**config.mk**
```make
export PLATFORM = sky130hd
export DESIGN_NAME = pic_ctrl
export DESIGN_NICKNAME = d
export VERILOG_FILES = /design/src/inc/pic_pkg.sv /design/src/pic_ctrl.sv /design/src/pic_arbiter.sv
export SDC_FILE = /design/constraint.sdc
export NUM_CORES = 1
export LEC_CHECK = 0
export BUFFER_PORTS_ARGS = -buffer_cell sky130_fd_sc_hd__buf_2
export CORE_AREA = 5 5 105 107
export CTS_BUF_LIST = sky130_fd_sc_hd__clkbuf_2
export DETAILED_ROUTE_END_ITERATION = 6
export DIE_AREA = 0 0 110 112
export PLACE_DENSITY = 0.48
export RECOVER_POWER = 25
export SLEW_MARGIN = 5
export SYNTH_ARGS = -nofsm -noshare
export SYNTH_HDL_FRONTEND = slang
export SYNTH_SLANG_ARGS = --single-unit
```
**constraint.sdc**
```tcl
create_clock -name ref_clk -period 1.9 [get_ports ref_clk]
set_input_delay 0.19 -clock ref_clk [delete_from_list [all_inputs] [get_ports ref_clk]]
set_output_delay 0.19 -clock ref_clk [all_outputs]
set_load 0.1 [all_outputs]
```
**src/inc/pic_pkg.sv**
```systemverilog
package pic_pkg;
  localparam int unsigned NUM_LATCH         = 6;
  localparam int unsigned ENA_WIDTH         = 4;
  localparam int unsigned PC_WIDTH          = 12;
  localparam int unsigned FLAG_WIDTH        = 4;
  localparam int unsigned CLK_PER_INSTR     = 8;
  localparam int unsigned INSTR_CNT_WIDTH   = 3;
  localparam logic [2:0]  INSTR_LAST_CNT    = 3'h7;
  localparam int unsigned ACK_CYCLES        = 2;
  localparam logic [ENA_WIDTH-1:0] ENA_RESET = 4'h0;
  localparam logic [5:0]  LATCH_RESET       = 6'h00;
  localparam logic        MASTER_RESET      = 1'b0;
  localparam int unsigned IDX_EXT_HIGH      = 5;
  localparam int unsigned IDX_CNT_A         = 3;
  localparam int unsigned IDX_CNT_B         = 2;
  localparam int unsigned IDX_TICK          = 1;
  localparam int unsigned IDX_EXT_LOW       = 0;
  localparam int unsigned ENA_CNT_A         = 2;
  localparam int unsigned ENA_SHARED        = 1;
  localparam int unsigned ENA_EXT_LOW       = 0;
  localparam logic [PC_WIDTH-1:0] VEC_EXT_HIGH = 12'h002;
  localparam logic [PC_WIDTH-1:0] VEC_CNT_A    = 12'h006;
  localparam logic [PC_WIDTH-1:0] VEC_CNT_B    = 12'h008;
  localparam logic [PC_WIDTH-1:0] VEC_TICK     = 12'h00a;
  localparam logic [PC_WIDTH-1:0] VEC_EXT_LOW  = 12'h00c;
  localparam int unsigned FLAG_CARRY        = 3;
  localparam int unsigned FLAG_ZERO         = 2;
  localparam int unsigned FLAG_BRANCH       = 1;
  localparam int unsigned FLAG_GENERAL      = 0;
  typedef enum logic [1:0] {
    PIC_IDLE = 2'b00,
    PIC_ACK1 = 2'b01,
    PIC_ACK2 = 2'b10
  } pic_state_t;
endpackage

```
**src/pic_ctrl.sv**
```systemverilog
// What this block does
// RULE1 - Five sources with fixed priority: high ext, counter A, counter B, tick, low ext.
// RULE2 - Accepted source loads entry address 002, 006, 008, 00A or 00C.
// RULE3 - Each source owns a request latch at index 5, 3, 2, 1, 0.
// RULE4 - High ext needs master only; others use enable bits 2, 1, 1, 0.
// RULE5 - Source enable mask is four bits, one enables, cleared on reset.
// RULE6 - Enable mask is read and written only by one accumulator exchange.
// RULE7 - Master enable blocks all interrupts when zero; cleared on reset.
// RULE8 - Latch instruction mask: zero clears a latch; variants set or clear master.
// RULE9 - No instruction can set a request latch.
// RULE10 - Accepted latch is cleared; all latches clear on reset.
// RULE11 - Highest priority enabled pending request is serviced first.
// RULE12 - Acknowledge takes two instruction cycles after the current instruction ends.
// RULE13 - Ack pushes PC and flags, loads vector, sets branch flag, clears master, clears latch.
// RULE14 - Return from service restores PC and flags and sets master enable.
// RULE15 - A request stays latched until accepted, reset or cleared by instruction.
// RULE16 - Service code saves the accumulator and other registers itself.
// RULE17 - Nesting: software sets master enable and gates high ext itself.
// RULE18 - External latches set on a falling edge of their pins.
// RULE19 - Carry, zero, branch and general flags are pushed and popped with the PC.
// RULE20 - Disabled pending requests stay latched and are reconsidered later.
// RULE21 - Arbiter sees only latched and enabled requests; gives vector and index.
`timescale 1ns/1ns
module pic_ctrl
  import pic_pkg::*;
(
  input  wire logic                  ref_clk,
  input  wire logic                  srst,
  input  wire logic                  ext_irq_high,
  input  wire logic                  ext_irq_low,
  input  wire logic                  counter_a_overflow_irq,
  input  wire logic                  counter_b_overflow_irq,
  input  wire logic                  interval_tick_irq,
  input  wire logic                  instr_boundary,
  input  wire logic                  exchange_with_accumulator,
  input  wire logic [ENA_WIDTH-1:0]  acc_in,
  input  wire logic                  latch_clear,
  input  wire logic                  latch_clear_with_enable,
  input  wire logic                  latch_clear_with_disable,
  input  wire logic [NUM_LATCH-1:0]  latch_keep_mask,
  input  wire logic                  return_from_service,
  input  wire logic [PC_WIDTH-1:0]   cpu_pc,
  input  wire logic [FLAG_WIDTH-1:0] cpu_flags,
  input  wire logic [PC_WIDTH-1:0]   stack_pc,
  input  wire logic [FLAG_WIDTH-1:0] stack_flags,
  output logic [ENA_WIDTH-1:0]       acc_out,
  output logic                       ack_busy,
  output logic                       push_req,
  output logic [PC_WIDTH-1:0]        push_pc,
  output logic [FLAG_WIDTH-1:0]      push_flags,
  output logic                       pc_load,
  output logic [PC_WIDTH-1:0]        pc_load_value,
  output logic                       flags_load,
  output logic [FLAG_WIDTH-1:0]      flags_load_value,
  output logic                       pop_req,
  output logic                       master_irq_enable,
  output logic [ENA_WIDTH-1:0]       source_enable_mask,
  output logic [NUM_LATCH-1:0]       request_latch
);
  logic [2:0]             ext_high_sync_q;
  logic [2:0]             ext_low_sync_q;
  logic [INSTR_CNT_WIDTH-1:0] div_q;
  logic                   icycle_tick;
  logic [NUM_LATCH-1:0]   latch_q;
  logic [NUM_LATCH-1:0]   latch_d;
  logic [NUM_LATCH-1:0]   req_set;
  logic [NUM_LATCH-1:0]   enabled;
  logic [NUM_LATCH-1:0]   pend;
  logic [NUM_LATCH-1:0]   instr_clr;
  logic [NUM_LATCH-1:0]   ack_clr;
  logic                   master_q;
  logic                   master_d;
  logic [ENA_WIDTH-1:0]   ena_q;
  logic                   found;
  logic [2:0]             win_idx;
  logic [PC_WIDTH-1:0]    win_vec;
  logic [2:0]             idx_q;
  pic_state_t             state_q;
  pic_state_t             state_d;
  logic                   accept;
  logic                   ack_done;
  logic [ENA_WIDTH-1:0]   acc_out_q;
  logic                   push_q;
  logic [PC_WIDTH-1:0]    push_pc_q;
  logic [FLAG_WIDTH-1:0]  push_flags_q;
  logic                   pc_load_q;
  logic [PC_WIDTH-1:0]    pc_val_q;
  logic                   fl_load_q;
  logic [FLAG_WIDTH-1:0]  fl_val_q;
  logic                   pop_q;

  // Two flops cross the pins into the clock domain; the third gives the edge.
  always_ff @(posedge ref_clk) begin
    if (srst) begin
      ext_high_sync_q <= 3'h7;
      ext_low_sync_q  <= 3'h7;
    end else begin
      ext_high_sync_q <= {ext_high_sync_q[1:0], ext_irq_high};
      ext_low_sync_q  <= {ext_low_sync_q[1:0], ext_irq_low};
    end
  end

  // Eight clocks form one instruction cycle.
  always_ff @(posedge ref_clk) begin
    if (srst) begin
      div_q <= '0;
    end else begin
      div_q <= div_q + 3'h1;
    end
  end
  assign icycle_tick = (div_q == INSTR_LAST_CNT);

  assign req_set[IDX_EXT_HIGH] = ext_high_sync_q[2] & ~ext_high_sync_q[1];  // [RULE18]
  assign req_set[IDX_EXT_LOW]  = ext_low_sync_q[2] & ~ext_low_sync_q[1];    // [RULE18]
  assign req_set[IDX_CNT_A]    = counter_a_overflow_irq;                    // [RULE3]
  assign req_set[IDX_CNT_B]    = counter_b_overflow_irq;
  assign req_set[IDX_TICK]     = interval_tick_irq;
  assign req_set[4]            = 1'b0;

  assign enabled[IDX_EXT_HIGH] = master_q;                                  // [RULE4] [RULE7]
  assign enabled[IDX_CNT_A]    = master_q & ena_q[ENA_CNT_A];               // [RULE4]
  assign enabled[IDX_CNT_B]    = master_q & ena_q[ENA_SHARED];              // [RULE4]
  assign enabled[IDX_TICK]     = master_q & ena_q[ENA_SHARED];
  assign enabled[IDX_EXT_LOW]  = master_q & ena_q[ENA_EXT_LOW];
  assign enabled[4]            = 1'b0;
  assign pend = latch_q & enabled;                                          // [RULE21] [RULE20]

  pic_arbiter u_arb (
    .pend    (pend),
    .found   (found),
    .win_idx (win_idx),
    .win_vec (win_vec)
  );

  assign instr_clr = (latch_clear | latch_clear_with_enable | latch_clear_with_disable)
                     ? ~latch_keep_mask : '0;                               // [RULE8]
  assign accept   = (state_q == PIC_IDLE) & instr_boundary & found;         // [RULE12]
  assign ack_done = (state_q == PIC_ACK2) & icycle_tick;
  assign ack_clr  = ack_done ? (6'h01 << idx_q) : '0;                       // [RULE10] [RULE13]
  // A new request wins over a clear in the same cycle; only hardware sets.
  assign latch_d  = (latch_q & ~instr_clr & ~ack_clr) | req_set;            // [RULE9] [RULE15]

  always_comb begin
    master_d = master_q;
    if (latch_clear_with_enable | return_from_service) begin
      master_d = 1'b1;                                                      // [RULE8] [RULE14]
    end
    if (latch_clear_with_disable) begin
      master_d = 1'b0;
    end
    if (accept) begin
      master_d = 1'b0;                                                      // [RULE13]
    end
  end

  always_comb begin
    state_d = state_q;
    case (state_q)
      PIC_IDLE: begin
        if (accept) begin
          state_d = PIC_ACK1;
        end
      end
      PIC_ACK1: begin
        if (icycle_tick) begin
          state_d = PIC_ACK2;
        end
      end
      PIC_ACK2: begin
        if (icycle_tick) begin
          state_d = PIC_IDLE;
        end
      end
      default: state_d = PIC_IDLE;
    endcase
  end

  always_ff @(posedge ref_clk) begin
    if (srst) begin
      latch_q  <= LATCH_RESET;                                              // [RULE10]
      master_q <= MASTER_RESET;                                             // [RULE7]
      ena_q    <= ENA_RESET;                                                // [RULE5]
      state_q  <= PIC_IDLE;
      idx_q    <= 3'h0;
    end else begin
      latch_q  <= latch_d;
      master_q <= master_d;
      state_q  <= state_d;
      if (exchange_with_accumulator) begin
        ena_q <= acc_in;                                                    // [RULE6]
      end
      if (accept) begin
        idx_q <= win_idx;
      end
    end
  end

  // Sequencer strobes: push and vector load at the start, latch clear at the end.
  always_ff @(posedge ref_clk) begin
    if (srst) begin
      acc_out_q    <= '0;
      push_q       <= 1'b0;
      push_pc_q    <= '0;
      push_flags_q <= '0;
      pc_load_q    <= 1'b0;
      pc_val_q     <= '0;
      fl_load_q    <= 1'b0;
      fl_val_q     <= '0;
      pop_q        <= 1'b0;
    end else begin
      if (exchange_with_accumulator) begin
        acc_out_q <= ena_q;                                                 // [RULE6]
      end
      push_q       <= accept;                                               // [RULE13]
      pc_load_q    <= accept | return_from_service;
      fl_load_q    <= accept | return_from_service;
      pop_q        <= return_from_service;                                  // [RULE14]
      if (accept) begin
        push_pc_q    <= cpu_pc;
        push_flags_q <= cpu_flags;                                          // [RULE19]
        pc_val_q     <= win_vec;                                            // [RULE2]
        fl_val_q     <= cpu_flags | (4'h1 << FLAG_BRANCH);                  // [RULE13]
      end else if (return_from_service) begin
        pc_val_q <= stack_pc;                                               // [RULE14]
        fl_val_q <= stack_flags;                                            // [RULE19]
      end
    end
  end

  assign acc_out            = acc_out_q;
  assign ack_busy           = (state_q != PIC_IDLE);
  assign push_req           = push_q;
  assign push_pc            = push_pc_q;
  assign push_flags         = push_flags_q;
  assign pc_load            = pc_load_q;
  assign pc_load_value      = pc_val_q;
  assign flags_load         = fl_load_q;
  assign flags_load_value   = fl_val_q;
  assign pop_req            = pop_q;
  assign master_irq_enable  = master_q;
  assign source_enable_mask = ena_q;
  assign request_latch      = latch_q;
endmodule

```
**src/pic_arbiter.sv**
```systemverilog
`timescale 1ns/1ns
module pic_arbiter
  import pic_pkg::*;
(
  input  wire logic [NUM_LATCH-1:0] pend,
  output logic                      found,
  output logic [2:0]                win_idx,
  output logic [PC_WIDTH-1:0]       win_vec
);
  // Fixed priority: high external, counter A, counter B, tick, low external.
  always_comb begin
    found   = 1'b1;
    win_idx = 3'h0;
    win_vec = VEC_EXT_LOW;
    if (pend[IDX_EXT_HIGH]) begin  // [RULE1] [RULE11]
      win_idx = 3'h5;
      win_vec = VEC_EXT_HIGH;       // [RULE2]
    end else if (pend[IDX_CNT_A]) begin
      win_idx = 3'h3;
      win_vec = VEC_CNT_A;
    end else if (pend[IDX_CNT_B]) begin
      win_idx = 3'h2;
      win_vec = VEC_CNT_B;
    end else if (pend[IDX_TICK]) begin
      win_idx = 3'h1;
      win_vec = VEC_TICK;
    end else if (pend[IDX_EXT_LOW]) begin
      win_idx = 3'h0;
      win_vec = VEC_EXT_LOW;
    end else begin
      found = 1'b0;
    end
  end
endmodule

```
==> impl.org, run 1 <==
** Global route
- Largest net degree at the start of global routing :: 37
- First-pass GRT wire length :: ~11000 um
- The layer flagged by global routing as most heavily used is met2.
- The initial antenna violation count was 0.
- Global routing consumed, on the met1 layer, 14.1% of the routing resources.
- Via count of the first global-routing pass :: between 2k and 2.5k
- Remaining global-route overflow :: 0
- Global routing used 2.96% of the available met3 tracks.
- Global routing consumed, over all layers together, between 10% and 20% of the routing resources.
- Met2 capacity usage during global routing :: between 10% and 20%

** Clock network
- The clock drives 64 sinks.
- Insertion delay of the later-clocked pin in the worst-skew pair :: between 0.5 and 0.6 ns
- Counting along the longest clock path gives a buffer depth of 2.
- CTS Hold Buffers Added :: 41
- Cell at the root of the clock tree :: clkbuf_2
- The H-tree was split into 3 levels.
- The number of gates resized after CTS was 0.
- After clock tree synthesis, the clock-pin slew on the worst setup and hold paths is roughly 0.20 ns.
- Counting the buffers created by CTS gives 9.
- TritonCTS built the clock tree.
- In this run the post-CTS setup repair buffer count came out at 0.

** Placement
- Final RePlAce weighted congestion :: 0.675
- Buffers on Ports :: approximately 110
- Post-detail-place hpwl :: a little under 5000 um

** Floorplan
- Initial Utilization :: between 20% and 30%
- Floorplan die width :: around 110 um
- Chip Height :: about 110 um
- Cell row count :: 37
- Total I/O pin count :: approximately 110
- Area of the core :: around 10000 um2
- The die covers approximately 12000 um2.

** Cells and area
- Of the cells placed in the final design, the portion with a size suffix greater than 1 is about a third.
- N_diodes :: 0
- Post-layout net count :: approximately 460
- The area growth from synthesis to layout is 48.3%.

** Detailed routing
- The routed design has between 6000 and 7000 um of wire.
- After detailed routing, the number of remaining DRC violations is 0.
- Violation count after the first detailed-route iteration :: ~130
- After detailed routing, the average wire length per cell comes to between 10 and 15 um.
- After detailed routing, the number of vias per cell comes to 4.12.
- For this block, the via count after detailed routing is about 2.2k.
- Detailed-routing iteration count for the pre-antenna-repair pass :: 4
- Final ANT Viol Nets :: 0

** Timing
- Final Cycle Share :: 89.8%
- Rel. slew slack :: -3.27%
- Setup violations remaining at the end of the flow were counted as 0.
- Fin crit period :: between 1.5 and 2 ns
- Worst-Margin Slew :: 1.55 ns
- Total Neg Setup Slack :: 0 ns
- F_max :: roughly 590 MHz
- Setup repair after global routing missed its margin :: no
- Between clock sinks in the finished design, the worst skew comes to 0.0260 ns.
- The max-slew violation count came to 37.
- Hold violation count in the final report :: 0

** Synthesis
- After synthesis, the cell types taking the most area are dfxtp_1, mux2i_1, a21oi_1.
- Counting every net in the synthesized netlist gives 310.
- In the synthesized netlist the dominant register cell turns out to be dfxtp_1.
- Area of the mapped netlist :: roughly 2400 um2
- Most used standard cells in the synthesized netlist :: dfxtp_1, nand2_1, a21oi_1
- Total of warnings raised by yosys :: 0
- dfxtp_1 is the most common cell in the netlist.
- Number of enable-type register cells in the synthesized netlist :: 0
- Counting flops with an async set or reset pin after synthesis yields a share of 0%.
- Of all cell types, the one taking the most synthesized area is dfxtp_1.
- Counting every instance in the synthesized netlist gives around 250.
- A synthesized cell averages about 9.5 um2.
- Yosys reg bits :: 64
- Fraction of post-synthesis cell area in the top cell type by area :: 53.2%
- Part of the Yosys area used for sequential elements :: ~53%
- Number of distinct library cells after synthesis :: 37

** Worst hold path
- The min-delay analysis places its worst path in the category in -> reg.

** Setup path
- Family of cells with the greatest summed delay on the critical path :: compound AO/OA/AOI/OAI gates
- Counting both buffers and inverters, the worst setup path holds a total of 1.
- Cells traversed along the worst timing path :: a221o_1 -> o21ai_4 -> clkbuf_1 -> a21oi_1 -> o31a_1
- Worst endpoint required time :: 2.34 ns
- Largest fanout on the critical path :: 7
- In this design, the stage delay of the slowest critical-path cell is 0.40 ns.
- Kind of capture point of the worst setup path :: flip-flop
- The worst setup path is of the reg -> reg kind.
- Critical Path Slowest Stage Cell :: dfxtp_2
- Type of element launching the critical path :: flip-flop
- Worst EP arrival :: ~2.1 ns

** Pwr
- Internal power comes to 1.88 mW.
- Seq pwr share :: ~50%
- Leakage power :: about 1.7 nW
- Gate power share :: 22.4%
- Relative contribution of the clock network to total power :: between 20 and 30%
- Switching pwr :: 1000 uW
- Power spread over the standard cell area amounts to between 800 and 900 nW/um2.
- Post-layout total power :: approximately 2.9 mW
- Net switching is a little over a third of the power.
- Maximum vdd drop :: ~0.26 mV

** Status
- The run finished, with violations left.
- The checks that failed: capacitance limit, slew limit.

** Job
- Maxcap violations :: 1
power by group through the flow:
| stage | clock network, mW | logic [mW] | registers (mW) |
|---|---|---|---|
| finish | 0.799 | 0.645 | 1.43 |
| global route | 0.904 | 0.683 | 1.44 |
| CTS | 0.846 | 0.651 | 1.43 |
| floorplan | 0 | 0.144 | 1.77 |
| global placement | 0 | 0.586 | 1.46 |
| detailed placement | 0 | 0.586 | 1.46 |
final cells by class:
| class | count | area (um2) |
|---|---|---|
| Timing Repair Buffer | 152 | 973 |
| Inverter | 9 | 33.8 |
| Clock buffer | 9 | 45.0 |
| Sequential cell | 64 | 1290 |
| Multi-Input combinational cell | 166 | 1000 |
| Clock inverter | 7 | 62.6 |
| Tap cell | 136 | 170 |
| Fill cell | 1061 | 6470 |
flip-flops by register name (all words and copies together) (netlist names):
register / count
div_q: 3
push_flags: 4
idx_q: 3
flags_load: 1
flags_load_value: 4
push_pc: 12
push_req: 1
pc_load_value: 12
pop_req: 1
source_enable_mask: 4
request_latch: 6
ext_low_sync_q: 3
master_irq_enable: 1
acc_out: 4
ext_high_sync_q: 3
state_q: 2
cell families (layout without fill, tap and decap cells):
kind of cell / Yosys count / after routing / synth area share [%]
mux: 24 / 24 / 10.1
simple gates: 88 / 88 / 16.9
fa+ha+maj: 2 / 2 / 1.04
buf+inv: 23 / 177 / 5.19
flops: 64 / 64 / 53.2
compound gates: 52 / 52 / 13.6
through the flow:
| step | instances | setup WS [ns] | hold slack, ns | cell area [um2] | utilization, % |
|---|---|---|---|---|---|
| 4_1_cts | 543 | 0.120 | 0.0107 | 3580 | 35.6 |
| 3_3_place_gp | 486 | 0.361 | 0.377 | 3060 | 30.5 |
| 6_report | 543 | 0.194 | 0.0748 | 3570 | 35.6 |
| 3_5_place_dp | 486 | 0.362 | 0.375 | 3060 | 30.5 |
| 2_1_floorplan | 253 | 0.00164 | 0.261 | 2420 | - |
| 5_1_grt | 543 | 0.0870 | 0.0226 | 3570 | 35.6 |
path summary, 6_finish.rpt:
check,from,to,slack [ns],cells past startpoint
setup reg to reg,source_enable_mask[2],pc_load_value[2],0.19,5
hold reg to reg,ext_low_sync_q[0],ext_low_sync_q[1],0.43,1
setup / recovery,source_enable_mask[2],pc_load_value[2],0.19,5
hold / removal,stack_pc[3],pc_load_value[3],0.07,3
worst reg2reg max path, stage by stage, from the launching register on:
cell	delay, ns
dfxtp_2	0.40
a221o_1	0.40
o21ai_4	0.22
clkbuf_1	0.35
a21oi_1	0.11
o31a_1	0.17
cell usage in the layout, fill, tap and decap left out, types with 3 or more instances in the layout:
cell             n
dfxtp_2          5
buf_2          105
nand2_1         38
a21oi_1         30
a21o_1           3
nor2b_1          6
or2_2            7
dlygate4sd3_1   41
o21ai_0          5
dfxtp_1         59
o21a_1           3
mux2_2           3
nor3_1           3
buf_4            4
mux2i_1         21
nor2_1          24
inv_1            9
clkbuf_2         9
routing by layer:
layer  up-vias  part of all wire, %
li1       1154                    -
met1      1011                   44
met2        60                   48
met3        12                  5.6
met4         0                  2.2
met5         -                    0
No activity file was read; power rests on OpenSTA's default activity.
==> run 2, diff against run 1 <==
--- a/config.mk
+++ b/config.mk
@@ -6,11 +6,11 @@
 export NUM_CORES = 1
 export LEC_CHECK = 0
 export BUFFER_PORTS_ARGS = -buffer_cell sky130_fd_sc_hd__buf_2
-export CORE_AREA = 5 5 105 107
+export CORE_AREA = 5 5 80 82
 export CTS_BUF_LIST = sky130_fd_sc_hd__clkbuf_2
 export DETAILED_ROUTE_END_ITERATION = 6
-export DIE_AREA = 0 0 110 112
-export PLACE_DENSITY = 0.48
+export DIE_AREA = 0 0 85 87
+export PLACE_DENSITY = 0.75
 export RECOVER_POWER = 25
 export SLEW_MARGIN = 5
 export SYNTH_ARGS = -nofsm -noshare
==> impl.org, run 2 (synthesis results as in run 1) <==
** Clock network
- Clock Pin Slew Worst Setup and Hold Paths :: 0.16 ns (was 0.20 ns)
- Clock buffers created by TritonCTS :: 9 (unchanged)
- Number of H-tree branching levels :: 3 (unchanged)
- Post-CTS Setup Bufs :: 0 (unchanged)
- The maximum buffer depth of the clock tree came to 2 (unchanged).
- Insertion delay of the later-clocked pin in the worst-skew pair :: 0.47 ns (was 0.52 ns)
- Total clock sinks :: 64 (unchanged)
- TritonCTS clock tree :: done (unchanged)
- The root cell of the clock tree is clkbuf_2 (unchanged).

** Setup path
- The required time of the worst setup path is 1.71 ns (was 2.34 ns).
- The cell with the largest stage delay on the worst path was dfxtp_1 (was dfxtp_2).
- Cells traversed along the worst timing path: or2_2 -> buf_2 (was a221o_1 -> o21ai_4 -> clkbuf_1 -> a21oi_1 -> o31a_1).
- Type of element launching the critical path :: flip-flop (unchanged)
- Delay contributed by the slowest stage of the critical path :: 0.45 ns (was 0.40 ns)
- The classification of the worst setup path was reg -> out (was reg -> reg).
- The maximum fanout count along the critical path was 7 (unchanged).
- The arrival time reported for the critical path endpoint is 1.47 ns (was 2.14 ns).
- Kind of capture point of the worst setup path :: output port (was flip-flop)

** Detailed routing
- The first-pass iteration count of the detailed router was 4 (unchanged).
- The routed length per instance is 13.7 um (was 12.7 um).
- The highest metal layer with signal wires is met4 (unchanged).
- Final ANT Viol Nets :: 0 (unchanged)
- The final routed DRC violation total is 0 (unchanged).
- The detailed route wirelength on metal3 is 365 um (was 390 um).
- The routed length on met2 is 3430 um (was 3300 um).
- Post-Route M1 WL :: 2650 um (was 3070 um)
- The total wire length came to 6590 um (was 6910 um).
- The number of DRC markers after the initial detailed-route iteration is 99 (was 134).
- Total number of vias :: 2295 (was 2237)
- Avg Vias per Cell :: 4.76 (was 4.12)

** Global route
- Remaining global-route overflow :: 0 (unchanged)
- The initial antenna violation count came to 0 (unchanged).
- The maximum number of pins on one net before global-route repair was 35 (was 37).
- Via count of the first global-routing pass :: 2263 (was 2254)
- The total track usage came to 18.2% (was 11.7%).
- First-pass GRT wire length :: 10600 um (was 11100 um)

** Worst hold path
- Type of the most critical hold path :: in -> reg (unchanged)

** Timing
- The minimum clock period after layout came to 1.66 ns (was 1.71 ns).
- Final Cycle Share :: 87.6% (was 89.8%)
- Setup repair after global routing missed its margin: no (unchanged).
- The max-slew violation count is 0 (was 37).
- The setup clock skew after layout is 0.0223 ns (was 0.0260 ns).
- Worst-Margin Slew :: 1.39 ns (was 1.55 ns)
- The worst max-slew margin expressed relative to the limit came to 7.27% (was -3.27%).
- The hold violation count in the final report is 0 (unchanged).
- The maximum frequency from static timing analysis came to 601 MHz (was 586 MHz).
- The number of endpoints failing setup at the final stage is 0 (unchanged).
- The setup TNS was 0 ns (unchanged).

** Cells and area
- The layout net count is 459 (unchanged).
- The footprint of the multi-input gates was 1000 um2 (about the same).
- Share of post-route cells with drive strength above 1 :: 35.6% (was 34.6%)
- The post-layout instance count excluding filler cells came to 482 (was 543).
- Most used cells in the layout excluding fill and tap cells :: buf_2, dfxtp_1, dlygate4sd3_1 (unchanged)
- N_diodes :: 0 (unchanged)
- Register Area :: 1290 um2 (unchanged)
- The area growth from synthesis to final layout came to 44.8% (was 48.3%).
- Number of filler instances in the final layout :: 509 (was 1061)
- The most frequent standard cell in the layout excluding fill and tap cells is buf_2 (unchanged).

** Pwr
- Maximum vdd drop :: 0.397 mV (was 0.264 mV)
- Leakage power :: 1.69 nW (about the same)
- The power density normalized to cell area is 813 nW/um2 (was 805 nW/um2).

** Floorplan
- Total I/O pin count :: 107 (unchanged)
- The die area came to 7400 um2 (was 12300 um2).
- Initial Utilization :: 42.5% (was 24.0%)
- The width of the die was 85 um (was 110 um).
- The area of the core is 5680 um2 (was 10000 um2).
- The site row count is 28 (was 37).
- The y dimension of the die was 87 um (was 112 um).

** Status
- Result of the run :: finished clean (was finished, violations left)

** Placement
- Buffers on Ports :: 106 (unchanged)
- Final RePlAce weighted congestion :: 0.840 (was 0.675)
- Post-detail-place hpwl :: 4530 um (was 4890 um)
- The number of placed instances, taps included came to 427 (was 486).

** Job
- Maxcap violations :: 0 (was 1)
run 2: changes by cell type in the layout (fill, tap and decap cells not counted), moves of 2 or more:
| cell | change |
|---|---|
| clkbuf_2 | +7 |
| clkinv_1 | +2 |
| buf_2 | -5 |
| clkinvlp_4 | -2 |
| dlygate4sd3_1 | -2 |
| buf_4 | +2 |
run 2: what timing repair did:
| item | in CTS | in global routing |
|---|---|---|
| hold buffers | 39 | 0 |
| gates resized for setup | 0 | 1 |
| setup endpoints to repair | 0 | 3 |
| endpoints found under the hold margin | 41 | 0 |
run 2: worst paths after layout:
| path | depth (start not counted) | slack [ns] | end | startpoint |
|---|---|---|---|---|
| max | 2 | 0.24 | ack_busy | state_q[1] |
| min | 3 | 0.04 | flags_load_value[1] | stack_flags[1] |
| max reg2reg | 5 | 0.25 | flags_load_value[3] | request_latch[0] |
| min reg2reg | 1 | 0.43 | ext_low_sync_q[1] | ext_low_sync_q[0] |
run 2: power breakdown:
part | internal [mW] | switching [mW]
Clock | 0.291 | 0.465
Sequential | 1.40 | 0.0299
Combinational | 0.190 | 0.463
run 2: metrics by stage:
stage	power (mW)	hold slack [ns]	utilization, %	cell area (um2)	setup WS, ns
6_report	2.84	0.0388	61.5	3490	0.236
5_1_grt	2.96	0.0295	61.5	3490	0.112
4_1_cts	2.86	0.00203	61.5	3490	0.150
3_5_place_dp	2.05	0.375	52.9	3000	0.176
3_3_place_gp	2.04	0.372	52.9	3000	0.176
2_1_floorplan	1.92	0.261	-	2420	0.00164
run 2: final cells by class:
type / count / area share, %
Multi-Input combinational cell: 166 / 28.8
Inverter: 9 / 0.968
Tap cell: 75 / 2.69
Clock buffer: 10 / 1.43
Timing Repair Buffer: 152 / 27.8
Clock inverter: 6 / 1.43
Sequential cell: 64 / 36.9
run 2: critical path, delay by kind of cell (launching register included):
family                 cells  cell delay (ns)
buffers and inverters      1             0.42
flip-flops                 1             0.45
AND/OR/NAND/NOR            1             0.14
run 2: layer usage:
metal  up-vias  track usage, %
li1       1152               -
met1      1052            20.7
met2        77            31.7
met3        14            3.78
met4         0            9.93
met5         -               0
==> run 3, diff against run 2 <==
--- a/config.mk
+++ b/config.mk
@@ -10,6 +10,7 @@
 export CTS_BUF_LIST = sky130_fd_sc_hd__clkbuf_2
 export DETAILED_ROUTE_END_ITERATION = 6
 export DIE_AREA = 0 0 85 87
+export GPL_TIMING_DRIVEN = 0
 export PLACE_DENSITY = 0.75
 export RECOVER_POWER = 25
 export SLEW_MARGIN = 5
==> impl.org, run 3 (synthesis results as in run 1) <==
** Floorplan
- Die Outline Area :: 7400 um2 (unchanged)
- The y dimension of the die is 87 um (unchanged).
- Cell row count :: 28 (unchanged)
- Floorplan die width :: 85 um (unchanged)
- The area of the core was 5680 um2 (unchanged).
- The top-level I/O count is 107 (unchanged).
- The initial core utilization is 42.5% (unchanged).

** Timing
- The hold slack is 0.0551 ns (was 0.0388 ns).
- The hold violation count in the final report came to 0 (unchanged).
- F_max :: 600 MHz (was 601 MHz)
- Final worst slack :: 0.234 ns (was 0.236 ns)
- The transition at the pin with the smallest max-transition slack came to 0.727 ns (was 1.39 ns).
- The number of endpoints failing setup at the final stage is 0 (unchanged).
- The minimum clock period after layout was 1.67 ns (was 1.66 ns).
- The setup clock skew after layout is 0.0243 ns (was 0.0223 ns).
- Total Neg Setup Slack :: 0 ns (unchanged)
- Rel. slew slack :: 51.1% (was 7.27%)
- Setup repair after global routing missed its margin: no (unchanged).
- Final slew viol count :: 0 (unchanged)
- Final Cycle Share :: 87.7% (was 87.6%)

** Cells and area
- Number of filler instances in the final layout :: 509 (unchanged)
- The finished layout cell area was 3560 um2 (was 3490 um2).
- N_diodes :: 0 (unchanged)
- Register Area :: 1290 um2 (about the same)
- The most frequent standard cell in the layout excluding fill and tap cells is buf_2 (unchanged).
- The utilization after layout was 62.7% (was 61.5%).
- Most used cells in the layout excluding fill and tap cells :: buf_2, dfxtp_1, dlygate4sd3_1 (unchanged)
- Area growth from synthesis to layout :: 47.7% (was 44.8%)
- The layout net count came to 466 (was 459).
- The footprint of the multi-input gates came to 1000 um2 (about the same).
- Share of post-route cells with drive strength above 1 :: 34.5% (was 35.6%)
- The post-layout instance count excluding filler cells is 489 (was 482).

** Setup path
- The peak per-stage delay on the critical path is 0.45 ns (about the same).
- The arrival time reported for the critical path endpoint was 1.48 ns (was 1.47 ns).
- Critical Path Slowest Stage Cell :: dfxtp_1 (unchanged)
- The critical path launch point type is a flip-flop (unchanged).
- Worst Path Class, Setup :: reg -> out (unchanged)
- The critical path depth was 2 (unchanged).
- The count of cells along the worst register-to-register path came to 5 (unchanged).
- The required time of the worst setup path is 1.71 ns (about the same).
- Kind of capture point of the worst setup path :: output port (unchanged)
- The number of buffers and inverters on the critical path is 1 (unchanged).
- The family with the most delay on the worst path is flip-flops (unchanged).
- Cells traversed along the worst timing path :: or2_2 -> buf_2 (unchanged)
- The maximum fanout count along the critical path is 7 (unchanged).

** Global route
- Number of antenna violations at the first check in global routing :: 0 (unchanged)
- The total track usage was 18.0% (was 18.2%).
- The maximum number of pins on one net before global-route repair was 11 (was 35).
- The total congestion overflow was 0 (unchanged).
- The number of global-route vias before repair was 2246 (was 2263).
- The wire length of the first global-routing pass came to 10400 um (was 10600 um).

** Worst hold path
- Worst hold path stage count :: 4 (was 3)
- Type of the most critical hold path :: in -> reg (unchanged)

** Pwr
- The switching fraction of total power came to 31.8% (was 33.8%).
- The leakage power of the design came to 1.71 nW (was 1.69 nW).
- Maximum vdd drop :: 0.337 mV (was 0.397 mV)
- The power density normalized to cell area is 840 nW/um2 (was 813 nW/um2).
- The register share of total power is 48.0% (was 50.4%).
- The net switching power figure was 951 uW (was 958 uW).
- The share of power burned in combinational logic came to 21.7% (was 23.0%).
- Post-layout total power :: 2.99 mW (was 2.84 mW)
- The clock network fraction of total power was 30.3% (was 26.7%).
- The cell-internal power came to 2.04 mW (was 1.88 mW).

** Clock network
- The clock transition at the register clock pins on the worst setup and hold paths after CTS is 0.18 ns (was 0.16 ns).
- The number of CTS-inserted buffers came to 9 (unchanged).
- The TritonCTS clock tree was done (unchanged).
- The clock latency on the worst-skew pair came to 0.47 ns (about the same).
- Number of gates given a new drive strength after cts :: 0 (unchanged)
- Number of H-tree branching levels :: 3 (unchanged)
- The maximum buffer depth of the clock tree was 2 (unchanged).
- The root cell of the clock tree was clkbuf_2 (unchanged).
- Post-CTS Setup Bufs :: 0 (unchanged)
- The sink count of the clock tree was 64 (unchanged).

** Detailed routing
- Detailed-route DRC error count :: 0 (unchanged)
- Final ANT Viol Nets :: 0 (unchanged)
- The first-pass iteration count of the detailed router was 4 (unchanged).
- The total wire length is 6580 um (was 6590 um).
- The number of DRC markers after the initial detailed-route iteration was 117 (was 99).
- Avg Vias per Cell :: 4.71 (was 4.76)
- Wire length per cell :: 13.4 um (was 13.7 um)
- The number of vias after detailed routing is 2304 (was 2295).

** Placement
- Final RePlAce weighted congestion :: 0.756 (was 0.840)
- The pre-CTS setup slack was 0.383 ns (was 0.176 ns).
- Post-detail-place hpwl :: 4550 um (was 4530 um)
- Cell area reported after detailed placement :: 3030 um2 (was 3000 um2)
- Dpl cells :: 432 (was 427)
- The number of buffers added on ports is 104 (was 106).

** Job
- Maxcap violations :: 0 (unchanged)

** Status
- Result of the run :: finished clean (unchanged)
==> run 3: worst min-delay path: cells and delay by family <==
kind | cells | cell delay [ns]
buf+inv | 1 | 0.07
simple gates | 1 | 0.06
compound gates | 2 | 0.17
==> run 3: final timing paths <==
kind,from,end,slack [ns]
min reg2reg,ext_high_sync_q[0],ext_high_sync_q[1],0.43
max,state_q[1],ack_busy,0.23
max reg2reg,source_enable_mask[2],pc_load_value[8],0.30
min,latch_keep_mask[1],request_latch[1],0.06
==> run 3: what timing repair did <==
item / in CTS / in global routing
hold buffers: 41 / 0
endpoints found under the hold margin: 43 / 0
endpoints found under the setup margin: 0 / 0
==> run 3: final cells by class <==
| cell class | instances | area share (%) |
|---|---|---|
| plain buffers | 14 | 2.39 |
| clock buffers | 12 | 1.69 |
| clock inverters | 4 | 1.93 |
| inverters | 9 | 0.949 |
| multi-input cells | 166 | 28.2 |
| flip-flops and latches | 64 | 36.1 |
| well taps | 75 | 2.64 |
| repair buffers | 145 | 26.1 |
==> run 3: per-layer routing <==
metal / global-route usage, % / routed length [um] / vias up
li1: - / - / 1169
met1: 19.7 / 2720 / 1054
met2: 32.1 / 3350 / 67
met3: 4.26 / 335 / 14
met4: 10.1 / 167 / 0
met5: 0 / 0 / -
==> run 3: power groups by stage <==
stage / sequential, mW / clock, mW / combinational [mW]
2_1_floorplan: 1.77 / 0 / 0.144
3_3_place_gp: 1.46 / 0 / 0.582
3_5_place_dp: 1.46 / 0 / 0.587
4_1_cts: 1.43 / 0.930 / 0.653
5_1_grt: 1.44 / 0.981 / 0.686
6_report: 1.43 / 0.905 / 0.650
